### config.mk
export PLATFORM = sky130hd
export DESIGN_NAME = ufe_error_flag_unit
export DESIGN_NICKNAME = d
export VERILOG_FILES = /design/src/ufe_pkg.sv /design/src/ufe_error_flag_unit.sv
export SDC_FILE = /design/constraint.sdc
export NUM_CORES = 1
export LEC_CHECK = 0
export BUFFER_PORTS_ARGS = -buffer_cell sky130_fd_sc_hd__buf_2
export CORE_UTILIZATION = 55
export DETAILED_ROUTE_END_ITERATION = 10
export PLACE_DENSITY = 0.82
export SLEW_MARGIN = 20
export SYNTH_ARGS = -nofsm -noshare
export SYNTH_HDL_FRONTEND = slang
export SYNTH_SLANG_ARGS = --single-unit
### constraint.sdc
create_clock -name clk -period 3 [get_ports clk]
set_input_delay 0.9 -clock clk [delete_from_list [all_inputs] [get_ports clk]]
set_output_delay 0.9 -clock clk [all_outputs]
set_load 0.05 [all_outputs]
### src/ufe_pkg.sv
// Package for the USB error flag unit: register map, bit positions,
// reset values, timing constants and carrier structs.
// Assumes one 125 MHz clock and a full-speed (12 Mbps) bus.
package ufe_pkg;
  // ===========================================================
  // Register map (word index on the plain register port)
  localparam logic [3:0] ADDR_ERR_FLAGS = 4'h0;
  localparam logic [3:0] ADDR_ERR_ENAB  = 4'h1;
  localparam logic [3:0] ADDR_INT_STAT  = 4'h2;
  localparam logic [3:0] ADDR_INT_ENAB  = 4'h3;
  // ===========================================================
  // Field positions and values
  localparam int        BIT_PID      = 0;
  localparam int        BIT_TOKCRC   = 1;
  localparam int        BIT_DATCRC   = 2;
  localparam int        BIT_PARTBYTE = 3;
  localparam int        BIT_TURN     = 4;
  localparam int        BIT_BUF      = 5;
  localparam int        BIT_STUFF    = 7;
  localparam int        BIT_INT_ERR  = 1;
  localparam logic [7:0] ERR_IMPL_MASK = 8'hbf;
  localparam logic [7:0] INT_IMPL_MASK = 8'h02;
  localparam logic [7:0] ERR_FLAGS_RST = 8'h00;
  localparam logic [7:0] ERR_ENAB_RST  = 8'h00;
  localparam logic [7:0] INT_STAT_RST  = 8'h00;
  localparam logic [7:0] INT_ENAB_RST  = 8'h00;
  localparam logic [7:0] ZERO8         = 8'h00;
  // ===========================================================
  // Timing
  localparam int CLK_PERIOD_PS = 8000;
  localparam int BIT_TIME_PS   = 83333;
  localparam int TURN_BITS     = 16;
  // Least time: round up to whole cycles
  localparam int TURN_CYCLES =
    (TURN_BITS * BIT_TIME_PS + CLK_PERIOD_PS - 1) / CLK_PERIOD_PS;
  localparam int TURN_CNT_W = 9;
  localparam logic [TURN_CNT_W-1:0] TURN_CNT_ONE = 9'h001;
  localparam logic [TURN_CNT_W-1:0] TURN_CNT_ZERO = 9'h000;
  // ===========================================================
  // Carriers
  typedef struct packed {
    logic [3:0] addr;
    logic [7:0] wdata;
    logic       wr;
    logic       rd;
  } ufe_bus_req_t;
  typedef struct packed {
    logic bit_stuff;
    logic data_crc;
    logic token_crc;
    logic pid;
    logic partial_byte;
    logic bd_late;
  } ufe_det_t;
endpackage

### src/ufe_error_flag_unit.sv
// USB error flag unit: sticky error flags, enables, the error bit of
// the USB interrupt status, turnaround timer and buffer size check.
// Assumes decoder pulses on clk, and the bus idle level from a pin.
`timescale 1ns/10ps
module ufe_error_flag_unit
  import ufe_pkg::*;
#(
  parameter int BD_SIZE_W = 10                // Descriptor size width
)
(
  input  wire logic                 clk,        // Module clock
  input  wire logic                 rst_b,      // Sync reset
  input  wire logic                 ce,         // Clock enable
  input  wire ufe_bus_req_t         bus_req,    // Register request
  output logic [7:0]                bus_rdata,  // Read data
  input  wire ufe_det_t             det,        // Decoder detections
  input  wire logic                 pkt_start,  // Data packet start
  input  wire logic                 rx_byte,    // Received byte strobe
  input  wire logic [BD_SIZE_W-1:0] bd_size,    // Descriptor size
  input  wire logic                 eop_seen,   // End of packet
  input  wire logic                 await_resp, // Reply phase expected
  input  wire logic                 line_idle,  // Bus idle, pin level
  output logic                      store_en,   // Byte may be stored
  output logic                      pkt_reject, // Drop data packet
  output logic                      tok_reject, // Drop token
  output logic                      irq         // Interrupt request
);

  // ===========================================================
  // Local functions

  // One-hot word for a bit position
  function automatic logic [7:0] bit_of(input int pos);
    logic [7:0] v;
    v = ZERO8;
    v[pos] = 1'b1;
    return v;
  endfunction

  // Write-one-to-clear with set winning over clear
  function automatic logic [7:0] w1c_next(
    input logic [7:0] cur,
    input logic [7:0] clr,
    input logic [7:0] set,
    input logic [7:0] impl
  );
    return ((cur & ~clr) | set) & impl;
  endfunction

  // ===========================================================
  // Registers and internal state

  logic [7:0]            err_flags_reg;
  logic [7:0]            err_flags_next;
  logic [7:0]            err_enab_reg;
  logic [7:0]            int_stat_reg;
  logic [7:0]            int_stat_next;
  logic [7:0]            int_enab_reg;
  logic [7:0]            err_set;
  logic [7:0]            flag_clr;
  logic [7:0]            int_clr;
  logic [7:0]            int_set;
  logic [BD_SIZE_W-1:0]  byte_cnt_reg;
  logic                  oversize;
  logic                  turn_fault;
  logic                  wr_flags;
  logic                  wr_int;
  logic                  idle_s1_reg;
  logic                  idle_s2_reg;
  logic                  idle_s3_reg;
  logic                  idle_reg;
  logic                  idle_q_reg;
  logic                  idle_fall;
  logic [TURN_CNT_W-1:0] turn_cnt_reg;

  typedef enum logic [2:0] {
    TURN_OFF   = 3'b001,
    TURN_ARMED = 3'b010,
    TURN_DONE  = 3'b100
  } ufe_turn_t;

  ufe_turn_t turn_state_reg;

  // ===========================================================
  // Write decode

  // Register writes are single-cycle strobes
  assign wr_flags = bus_req.wr && (bus_req.addr == ADDR_ERR_FLAGS);
  assign wr_int   = bus_req.wr && (bus_req.addr == ADDR_INT_STAT);
  assign flag_clr = wr_flags ? bus_req.wdata : ZERO8;
  assign int_clr  = wr_int ? bus_req.wdata : ZERO8;

  // ===========================================================
  // Bus idle synchroniser

  // Pin level crosses in; stage one feeds only stage two
  always_ff @(posedge clk)
  begin
    if (!rst_b)
    begin
      idle_s1_reg <= 1'b1;
      idle_s2_reg <= 1'b1;
      idle_s3_reg <= 1'b1;
    end
    else if (ce)
    begin
      idle_s1_reg <= line_idle;
      idle_s2_reg <= idle_s1_reg;
      idle_s3_reg <= idle_s2_reg;
    end
  end

  // A change counts only once stages two and three agree
  always_ff @(posedge clk)
  begin
    if (!rst_b)
      idle_reg <= 1'b1;
    else if (ce && (idle_s2_reg == idle_s3_reg))
      idle_reg <= idle_s2_reg;
  end

  // Previous settled level; preset to idle so that leaving reset
  // does not look like the start of a reply
  always_ff @(posedge clk)
  begin
    if (!rst_b)
      idle_q_reg <= 1'b1;
    else if (ce)
      idle_q_reg <= idle_reg;
  end

  // Only a move out of idle ends the gap. The settled level lags the
  // pin by several cycles, so right after an end of packet it may
  // still show the packet's own traffic; a level test would cancel
  // every gap at once and no timeout could ever be flagged.
  assign idle_fall = idle_q_reg && !idle_reg;

  // ===========================================================
  // Turnaround timer

  // Armed by an end of packet when the other side must reply:
  // token to data on SETUP/OUT, data to handshake on IN.
  // The count runs from arming whatever the settled level shows;
  // only a move out of idle ends the gap. A reply that lands within
  // the synchroniser lag of the limit is still counted as late.
  always_ff @(posedge clk)
  begin
    if (!rst_b)
    begin
      turn_state_reg <= TURN_OFF;
      turn_cnt_reg   <= TURN_CNT_ZERO;
    end
    else if (ce)
    begin
      case (turn_state_reg)
        TURN_OFF:
        begin
          turn_cnt_reg <= TURN_CNT_ZERO;
          if (eop_seen && await_resp)
            turn_state_reg <= TURN_ARMED;
        end
        TURN_ARMED:
        begin
          if (idle_fall)
          begin
            // Reply began in time
            turn_state_reg <= TURN_OFF;
            turn_cnt_reg   <= TURN_CNT_ZERO;
          end
          else if (turn_cnt_reg >= TURN_CNT_W'(TURN_CYCLES))
            turn_state_reg <= TURN_DONE;
          else
            turn_cnt_reg <= turn_cnt_reg + TURN_CNT_ONE;
        end
        TURN_DONE:
        begin
          // One fault per gap, then wait for the next packet end
          turn_state_reg <= TURN_OFF;
          turn_cnt_reg   <= TURN_CNT_ZERO;
        end
        default:
        begin
          turn_state_reg <= TURN_OFF;
          turn_cnt_reg   <= TURN_CNT_ZERO;
        end
      endcase
    end
  end

  // Fault in the cycle the gap is found too long
  assign turn_fault = (turn_state_reg == TURN_DONE);

  // ===========================================================
  // Buffer size check

  // Counts stored bytes; bytes beyond the descriptor size are dropped
  always_ff @(posedge clk)
  begin
    if (!rst_b)
      byte_cnt_reg <= '0;
    else if (ce)
    begin
      if (pkt_start)
        byte_cnt_reg <= '0;
      else if (rx_byte && !oversize)
        byte_cnt_reg <= byte_cnt_reg + BD_SIZE_W'(1);
    end
  end

  assign oversize = (byte_cnt_reg >= bd_size);

  // Store strobe follows the byte by one cycle
  always_ff @(posedge clk)
  begin
    if (!rst_b)
      store_en <= 1'b0;
    else if (ce)
      store_en <= rx_byte && !oversize && !pkt_start;
  end

  // ===========================================================
  // Error events

  // Each event lands in its flag the cycle after detection,
  // independent of where the token is in its processing
  always_comb
  begin
    err_set = ZERO8;
    if (det.bit_stuff)
      err_set = err_set | bit_of(BIT_STUFF);
    if (det.bd_late)
      err_set = err_set | bit_of(BIT_BUF);
    if (rx_byte && oversize && !pkt_start)
      err_set = err_set | bit_of(BIT_BUF);
    if (turn_fault)
      err_set = err_set | bit_of(BIT_TURN);
    if (det.partial_byte)
      err_set = err_set | bit_of(BIT_PARTBYTE);
    if (det.data_crc)
      err_set = err_set | bit_of(BIT_DATCRC);
    if (det.token_crc)
      err_set = err_set | bit_of(BIT_TOKCRC);
    if (det.pid)
      err_set = err_set | bit_of(BIT_PID);
  end

  // ===========================================================
  // Error flag register

  assign err_flags_next = w1c_next(err_flags_reg, flag_clr,
                                   err_set, ERR_IMPL_MASK);

  // Sticky; a write of one clears, a new event in that cycle wins
  always_ff @(posedge clk)
  begin
    if (!rst_b)
      err_flags_reg <= ERR_FLAGS_RST;
    else if (ce)
      err_flags_reg <= err_flags_next;
  end

  // ===========================================================
  // Error enable register

  // Plain read/write; bit 6 has no storage
  always_ff @(posedge clk)
  begin
    if (!rst_b)
      err_enab_reg <= ERR_ENAB_RST;
    else if (ce && bus_req.wr && (bus_req.addr == ADDR_ERR_ENAB))
      err_enab_reg <= bus_req.wdata & ERR_IMPL_MASK;
  end

  // ===========================================================
  // Interrupt status and enable

  // Error bit is re-set every cycle an enabled flag stands, so
  // clearing it only sticks once the flags themselves are cleared
  always_comb
  begin
    int_set = ZERO8;
    int_set[BIT_INT_ERR] = |(err_flags_reg & err_enab_reg);
  end

  assign int_stat_next = w1c_next(int_stat_reg, int_clr,
                                  int_set, INT_IMPL_MASK);

  always_ff @(posedge clk)
  begin
    if (!rst_b)
      int_stat_reg <= INT_STAT_RST;
    else if (ce)
      int_stat_reg <= int_stat_next;
  end

  // Only the error source lives here; other bits read zero
  always_ff @(posedge clk)
  begin
    if (!rst_b)
      int_enab_reg <= INT_ENAB_RST;
    else if (ce && bus_req.wr && (bus_req.addr == ADDR_INT_ENAB))
      int_enab_reg <= bus_req.wdata & INT_IMPL_MASK;
  end

  // Registered request from the next status, so it moves with the status bits
  always_ff @(posedge clk)
  begin
    if (!rst_b)
      irq <= 1'b0;
    else if (ce)
      irq <= |(int_stat_next & int_enab_reg);
  end

  // ===========================================================
  // Packet rejection

  // Decoder drops the packet on these one-cycle outputs
  always_ff @(posedge clk)
  begin
    if (!rst_b)
    begin
      pkt_reject <= 1'b0;
      tok_reject <= 1'b0;
    end
    else if (ce)
    begin
      pkt_reject <= det.bit_stuff || det.data_crc;
      tok_reject <= det.token_crc;
    end
  end

  // ===========================================================
  // Read port

  // Data stand the cycle after the strobe only; unmapped reads zero
  always_ff @(posedge clk)
  begin
    if (!rst_b)
      bus_rdata <= ZERO8;
    else if (ce)
    begin
      if (bus_req.rd)
      begin
        case (bus_req.addr)
          ADDR_ERR_FLAGS: bus_rdata <= err_flags_reg;
          ADDR_ERR_ENAB:  bus_rdata <= err_enab_reg;
          ADDR_INT_STAT:  bus_rdata <= int_stat_reg;
          ADDR_INT_ENAB:  bus_rdata <= int_enab_reg;
          default:        bus_rdata <= ZERO8;
        endcase
      end
      else
        bus_rdata <= ZERO8;
    end
  end

endmodule // ufe_error_flag_unit

==> results of run 1 <==
[through the flow]
step	instances	power, mW	hold slack [ps]	area (um^2)
detailed placement	404	0.888	454	2950
finish	412	1.37	470	3070
floorplan	312	0.840	441	2670
global placement	404	0.885	453	2950
CTS	412	1.38	470	3070
global route	412	1.43	512	3070
[Yosys cell counts, types with 2 or more instances]
master    count  share of area [%]
o21ai_0      12                2.3
mux2i_1      20                7.5
inv_1        15                2.1
and3_1        9                2.1
a21oi_1      22                4.1
nand2_1      29                4.1
a32oi_1       3               0.98
nand2b_1      4               0.94
nor2b_1       2               0.47
a211o_1       2               0.66
a22oi_1       7                2.0
nor3_1        2               0.38
nand3b_1      3               0.84
dfxtp_1      54                 41
nand4_1       7                1.6
clkbuf_1      7               0.98
buf_1         2               0.28
ha_1         12                5.6
nor2_1       51                7.2
nand3_1       8                1.5
or4_1         2               0.56
a221o_1       2               0.75
nor3b_1       3               0.84
o21ba_2       2               0.75
a22o_1        3               0.98
xor2_1        4                1.3
[kinds of logic (layout without fill, tap and decap cells)]
logic type / count (synthesis) / count (layout) / share of synthesized area, %
and+or+nand+nor: 128 / 128 / 23.1
buffers and inverters: 26 / 74 / 3.84
muxes: 22 / 22 / 8.77
DFF: 54 / 54 / 40.5
other: 1 / 1 / 0.141
AOI/OAI and AO/OA: 64 / 64 / 16.4
xor gates and xnor gates: 5 / 5 / 1.64
adders and majority gates: 12 / 12 / 5.63
[metal layers]
layer	GRT usage [%]	vias to the layer above	share of wire (%)
met1	30.2	1093	46
met2	40.5	57	49
li1	-	1201	-
met4	5.23	0	0.61
met3	4.22	4	4.2
met5	0	-	0
[area by class of cell]
type | instances | share of cell area, %
clock buffers | 5 | 2.24
inverters | 15 | 1.83
flip-flops and latches | 54 | 35.2
multi-input cells | 232 | 48.4
clock inverters | 3 | 1.59
repair buffers | 51 | 8.64
well taps | 52 | 2.12
[power breakdown]
| part | leakage [nW] | internal [mW] | switching, mW |
|---|---|---|---|
| logic | 0.925 | 0.0542 | 0.0763 |
| registers | 0.438 | 0.730 | 0.0114 |
| clock network | 0.0563 | 0.254 | 0.247 |
| total | 1.42 | 1.04 | 0.335 |
[worst paths after layout]
path | start | endpoint | cells after the start | slack (ps)
worst max register to register | byte_cnt_reg[0]$_SDFFE_PN0P_ | byte_cnt_reg[6]$_SDFFE_PN0P_ | 8 | 710
worst min-delay path | irq$_SDFFE_PN0P_ | irq$_SDFFE_PN0P_ | 2 | 470
worst max-delay path | bd_size[0] | byte_cnt_reg[6]$_SDFFE_PN0P_ | 8 | 440
worst min register to register | irq$_SDFFE_PN0P_ | irq$_SDFFE_PN0P_ | 2 | 470
[critical path: stages]
cell	delay [ps]
buf_2	100
ha_1	280
nand2b_4	130
a21o_1	200
a211oi_4	350
nand4_2	180
or4_1	490
a31oi_1	170
==> run_results.csv, run 1 <==
group,metric,value,unit
clock_network,htreeDepth,2,
run,cap_viol_max_count,0,
route,drc,0,
pwr,ir_worst_vdd,0.000358,V
grt,grt.total_usage,23.3,%
placed_design,dp_hpwl,4100,um
sta,maxClockFrequency,0.390,GHz
floorplan,die_h,71.7,um
sta,tns,0,ps
sta,fin_crit,2560,ps
critical_path,path_class,"input pin to flip-flop",
synth,synth_seq_cells,54,
sta,fin_worst_skew,6.52,ps
grt,grt_max_degree,21,
floorplan,die_x,71.7,um
critical_path,end_kind,"flip-flop",
layout,antennaDiodeCount,0,
floorplan,core,4500,um^2
sta,fin_crit_sh,85.5,%
clock_network,clk_path_buf_depth,2,
synth,ys.flop_type,"dfxtp_1",
route,firstDrtPassIters,4,
layout,layout_common_cells,"dfxtp_1, nor2_1, buf_2",
floorplan,rows,24,
route,viasPerCell,5.72,
clock_network,ctsResizeCount,0,
sta,hold_violations,0,
layout,multi_input_area,1490,um^2
sta,setup_viol,0,
layout,layout_commonest_cell,"dfxtp_1",
sta,max_slew_margin,49.8,%
grt,grt_pass1_wl,9600,um
floorplan,pin_count,50,
layout,n_fill_cell,383,
clock_network,cts_tree,"yes",
grt,gr-total-overflow,0,
synth,synth_edf_count,0,
clock_network,clock_latency,300,ps
layout,largest_register_ffs,10,
worst_hold_path,hold_class,"flip-flop to flip-flop",
route,totalWireLength,5550,um
clock_network,post_cts.repair.setup_buffers,0,
layout,regArea,1080,um^2
sta,rsz0062_at_grt,"no",
clock_network,numCtsBuffers,5,
route,wire_per_inst,13.5,um
pwr,powerDensity,448,nW/um^2
grt,antenna_found_initial,0,
critical_path,arrival,2790,ps
floorplan,dieArea,5140,um^2
grt,grt_pass1_vias,2188,
layout,drive_gt1_share,19.2,%
placed_design,post-place-ws,119,ps
status,outcome,"finished clean",
route,drt_iter0_markers,136,
synth,synth_nets,362,
layout,areaGrowthSynthToFinish,15.0,%
clock_network,ctsHoldBuffers,0,
synth,syn_area,2670,um^2
placed_design,numPortBuffers,47,
critical_path,required,3230,ps
synth,synthCells,312,
sta,final_max_slew_viol_count,0,
synth,ys_warn_count,0,
layout,nets,409,
sta,layout_setup_ws,436,ps
layout,fin_util,68.2,%
sta,worstMarginPinSlew,735,ps
route,ant_nets,0,
floorplan,start_util,59.3,%
synth,avgSynthCellArea,8.55,um^2
clock_network,clkSinkCount,54,
critical_path,worstPathMaxFanout,5,
critical_path,start_kind,"input pin",
route,vias,2355,
placed_design,routabilityCongestion,0.898,
synth,netlist-cell-type-count,51,
clock_network,clk_pin_slew,100,ps
synth,async_flop_share,0,%
synth,ys_seq_area_share,40.5,%
pwr,power.leakage,1.42,nW
clock_network,cts-root-buf,"clkbuf_8",
Power figures use the tool's default switching activity.
==> run 2: changes to the inputs <==
--- a/config.mk
+++ b/config.mk
@@ -5,6 +5,7 @@
 export SDC_FILE = /design/constraint.sdc
 export NUM_CORES = 1
 export LEC_CHECK = 0
+export ABC_AREA = 1
 export BUFFER_PORTS_ARGS = -buffer_cell sky130_fd_sc_hd__buf_2
 export CORE_UTILIZATION = 55
 export DETAILED_ROUTE_END_ITERATION = 10
==> run 2 against run 1 <==
  * Critical path depth is 3 higher
  * Die area is 4.3% higher
  * Synthesized cell count is 28% higher
  * First-iteration DRC count is 8.1% higher
  * Register-to-register slack better by 420 ps
  * Sequential cell count stayed put
  * Utilization is 1.9 points lower
  * Synthesized area is 4.4% higher
  * Highest routed layer unchanged
  * Combinational power is 27% higher
  * Critical endpoint unchanged
  * Largest power group unchanged
  * Design area is 3.2% higher
==> run_results.csv, run 2 <==
group,metric,value,unit
floorplan,start_util,58.2,%
synth,yosys.area.top_type_share,38.8,%
pwr,ir_worst_vdd,0.000321,V
floorplan,die_h,73.2,um
grt,antenna_found_initial,0,
critical_path,slowest_delay,280,ps
worst_hold_path,min_delay_path_depth,2,
floorplan,rows,25,
route,viasPerCell,5.19,
synth,avgSynthCellArea,7.00,um^2
synth,yosysMostFrequentCell,"nand2_1",
clock_network,cts_tree,"yes",
layout,nets,495,
layout,stdcell_area,3170,um^2
route,wire_per_inst,11.6,um
grt,grt_max_degree,18,
critical_path,cp_top_family,"simple AND/OR/NAND/NOR gates",
synth,ys_seq_area_share,38.8,%
critical_path,worst_r2r_path_depth,10,
layout,layout_commonest_cell,"nand2_1",
sta,final_max_slew_viol_count,0,
layout,areaGrowthSynthToFinish,13.7,%
route,firstDrtPassIters,4,
sta,fin_worst_skew,6.19,ps
clock_network,clk_path_buf_depth,2,
critical_path,path_class,"input pin to flip-flop",
status,outcome,"finished clean",
worst_hold_path,hold_class,"flip-flop to flip-flop",
critical_path,critPathCapture,"byte_cnt_reg[6]$_SDFFE_PN0P_",
grt,grt_pass1_wl,9950,um
critical_path,cp.buffers_inverters,2,
critical_path,r2r_slack,1130,ps
layout,n_fill_cell,428,
sta,worstMarginPinSlew,514,ps
sta,fin_crit,2160,ps
layout,layout_common_cells,"nand2_1, inv_1, dfxtp_1",
route,ant_nets,0,
layout,antennaDiodeCount,0,
floorplan,core,4790,um^2
grt,gr-total-overflow,0,
sta,tns,0,ps
grt,grt_pass1_vias,2417,
sta,hold_violations,0,
sta,max_slew_margin,65.6,%
pwr,power.leakage,1.41,nW
synth,synth_seq_cells,54,
critical_path,path_depth,11,
route,totalWireLength,5950,um
clock_network,ctsHoldBuffers,0,
critical_path,cpMaxStageDelayCell,"ha_1",
run,cap_viol_max_count,0,
synth,ys_top_cells_by_area,"dfxtp_1, nand2_1, a21oi_1",
synth,synth_nets,448,
sta,rsz0062_at_grt,"no",
critical_path,required,3240,ps
clock_network,numCtsBuffers,5,
floorplan,dieArea,5350,um^2
critical_path,worstPathMaxFanout,10,
floorplan,die_x,73.2,um
critical_path,timing.rr.start,"byte_cnt_reg[0]$_SDFFE_PN0P_",
sta,maxClockFrequency,0.463,GHz
critical_path,cp_common_cell,"nand2_1",
floorplan,pin_count,50,
sta,layout_setup_ws,840,ps
grt,grt.total_usage,23.8,%
layout,multi_input_area,1420,um^2
sta,fin_crit_sh,72.0,%
critical_path,start_kind,"input pin",
synth,ys_warn_count,0,
synth,ys.flop_type,"dfxtp_1",
layout,drive_gt1_share,17.9,%
synth,synth_edf_count,0,
route,vias,2662,
clock_network,clkSinkCount,54,
route,drt_iter0_markers,147,
synth,yosysTopAreaCell,"dfxtp_1",
clock_network,ctsResizeCount,0,
layout,regArea,1080,um^2
clock_network,cts-root-buf,"clkbuf_8",
clock_network,htreeDepth,2,
clock_network,clk_pin_slew,100,ps
placed_design,routabilityCongestion,0.886,
critical_path,startpoint,"bd_size[9]",
pwr,powerDensity,418,nW/um^2
clock_network,post_cts.repair.setup_buffers,0,
placed_design,numPortBuffers,47,
layout,largest_register_ffs,10,
placed_design,dpl_cell_area,3080,um^2
critical_path,reg2reg_to,"byte_cnt_reg[0]$_SDFFE_PN0P_",
placed_design,dp_hpwl,4310,um
synth,async_flop_share,0,%
sta,setup_viol,0,
placed_design,post-place-ws,544,ps
synth,syn_area,2790,um^2
critical_path,arrival,2400,ps
synth,synth_commonest_cells,"nand2_1, dfxtp_1, inv_1, a21oi_1",
critical_path,end_kind,"flip-flop",
critical_path,crit_chain,"buf_2 > inv_1 > ha_1 > nand2_1 > nor2_1 > nand3_1 > nand4_1 > nand2_1 > nand2_1 > nand2_1 > a21oi_1",
route,drc,0,
synth,netlist-cell-type-count,34,
clock_network,clock_latency,310,ps
synth,synthCells,398,
==> run 2: cell types whose count changed after synthesis, moves of 4 or more <==
cell      previous run  this run
inv_2                0         6
a22oi_1              7         0
inv_1               15        54
o22ai_1              0         9
and3_1               9         1
o21ai_0             12        17
nand3_1              8        21
mux2i_1             20         0
nor3_1               2         6
a21oi_1             22        48
nor2_1              51        21
nand2_1             29        96
o211ai_1             0         4
nand2b_1             4         0
==> run 2: cell type report <==
cell class	count	share of cell area [%]
multi-input cells	271	44.7
flip-flops and latches	54	34.1
repair buffers	52	8.61
inverters	61	7.22
well taps	67	2.65
clock buffers	6	2.29
clock inverters	2	0.434
==> run 2: cell families (layout without fill, tap and decap cells) <==
kind of cell / after synthesis / count (layout) / share of synthesized area (%)
buffers and inverters: 73 / 121 / 10.4
AND/OR/NAND/NOR: 167 / 167 / 26.9
other: 1 / 1 / 0.135
AO/OA/AOI/OAI: 87 / 87 / 17.1
XOR/XNOR: 4 / 4 / 1.26
adder cells (fa/ha/maj): 12 / 12 / 5.39
flip-flops: 54 / 54 / 38.8
==> run 2: routing by layer <==
layer  track usage, %  up-vias  wire length (um)
li1                 -     1386                 -
met1             27.1     1208              2660
met2             44.0       59              2960
met3             3.87        9               227
met4             9.37        0                94
met5                0        -                 0
==> run 2: worst reg2reg max path, cell delays in order, from the launching register on <==
cell,delay [ps]
dfxtp_1,400
inv_1,110
ha_1,280
nand2_1,60
nand3_1,100
nand3_1,160
nand4_1,110
nand2_1,70
nand2_1,200
o21ai_0,220
inv_1,50
==> run 2: stage by stage <==
| step | instances | util [%] | total power [mW] | hold slack [ps] |
|---|---|---|---|---|
| after floorplan | 398 | - | 0.876 | 423 |
| after global placement | 505 | 64.4 | 0.926 | 440 |
| after detailed placement | 505 | 64.4 | 0.932 | 447 |
| after CTS | 513 | 66.2 | 1.33 | 462 |
| after global routing | 513 | 66.2 | 1.38 | 492 |
| final | 513 | 66.2 | 1.33 | 459 |
==> run 2: how the worst min path moves through the flow <==
stage / from / slack, ps / endpoint
finish: turn_cnt_reg[8]$_SDFFE_PN0P_ / 460 / turn_cnt_reg[8]$_SDFFE_PN0P_
CTS: turn_cnt_reg[8]$_SDFFE_PN0P_ / 460 / turn_cnt_reg[8]$_SDFFE_PN0P_
floorplan: turn_cnt_reg[8]$_SDFFE_PN0P_ / 420 / turn_cnt_reg[8]$_SDFFE_PN0P_
detailed placement: turn_cnt_reg[8]$_SDFFE_PN0P_ / 450 / turn_cnt_reg[8]$_SDFFE_PN0P_
global placement: turn_cnt_reg[8]$_SDFFE_PN0P_ / 440 / turn_cnt_reg[8]$_SDFFE_PN0P_
global route: err_flags_reg[0]$_SDFFE_PN0P_ / 490 / err_flags_reg[0]$_SDFFE_PN0P_
==> run 2: where the power goes <==
part	internal (mW)	switching, mW
clock network	0.165	0.244
logic	0.0585	0.107
registers	0.738	0.0132
total	0.962	0.364
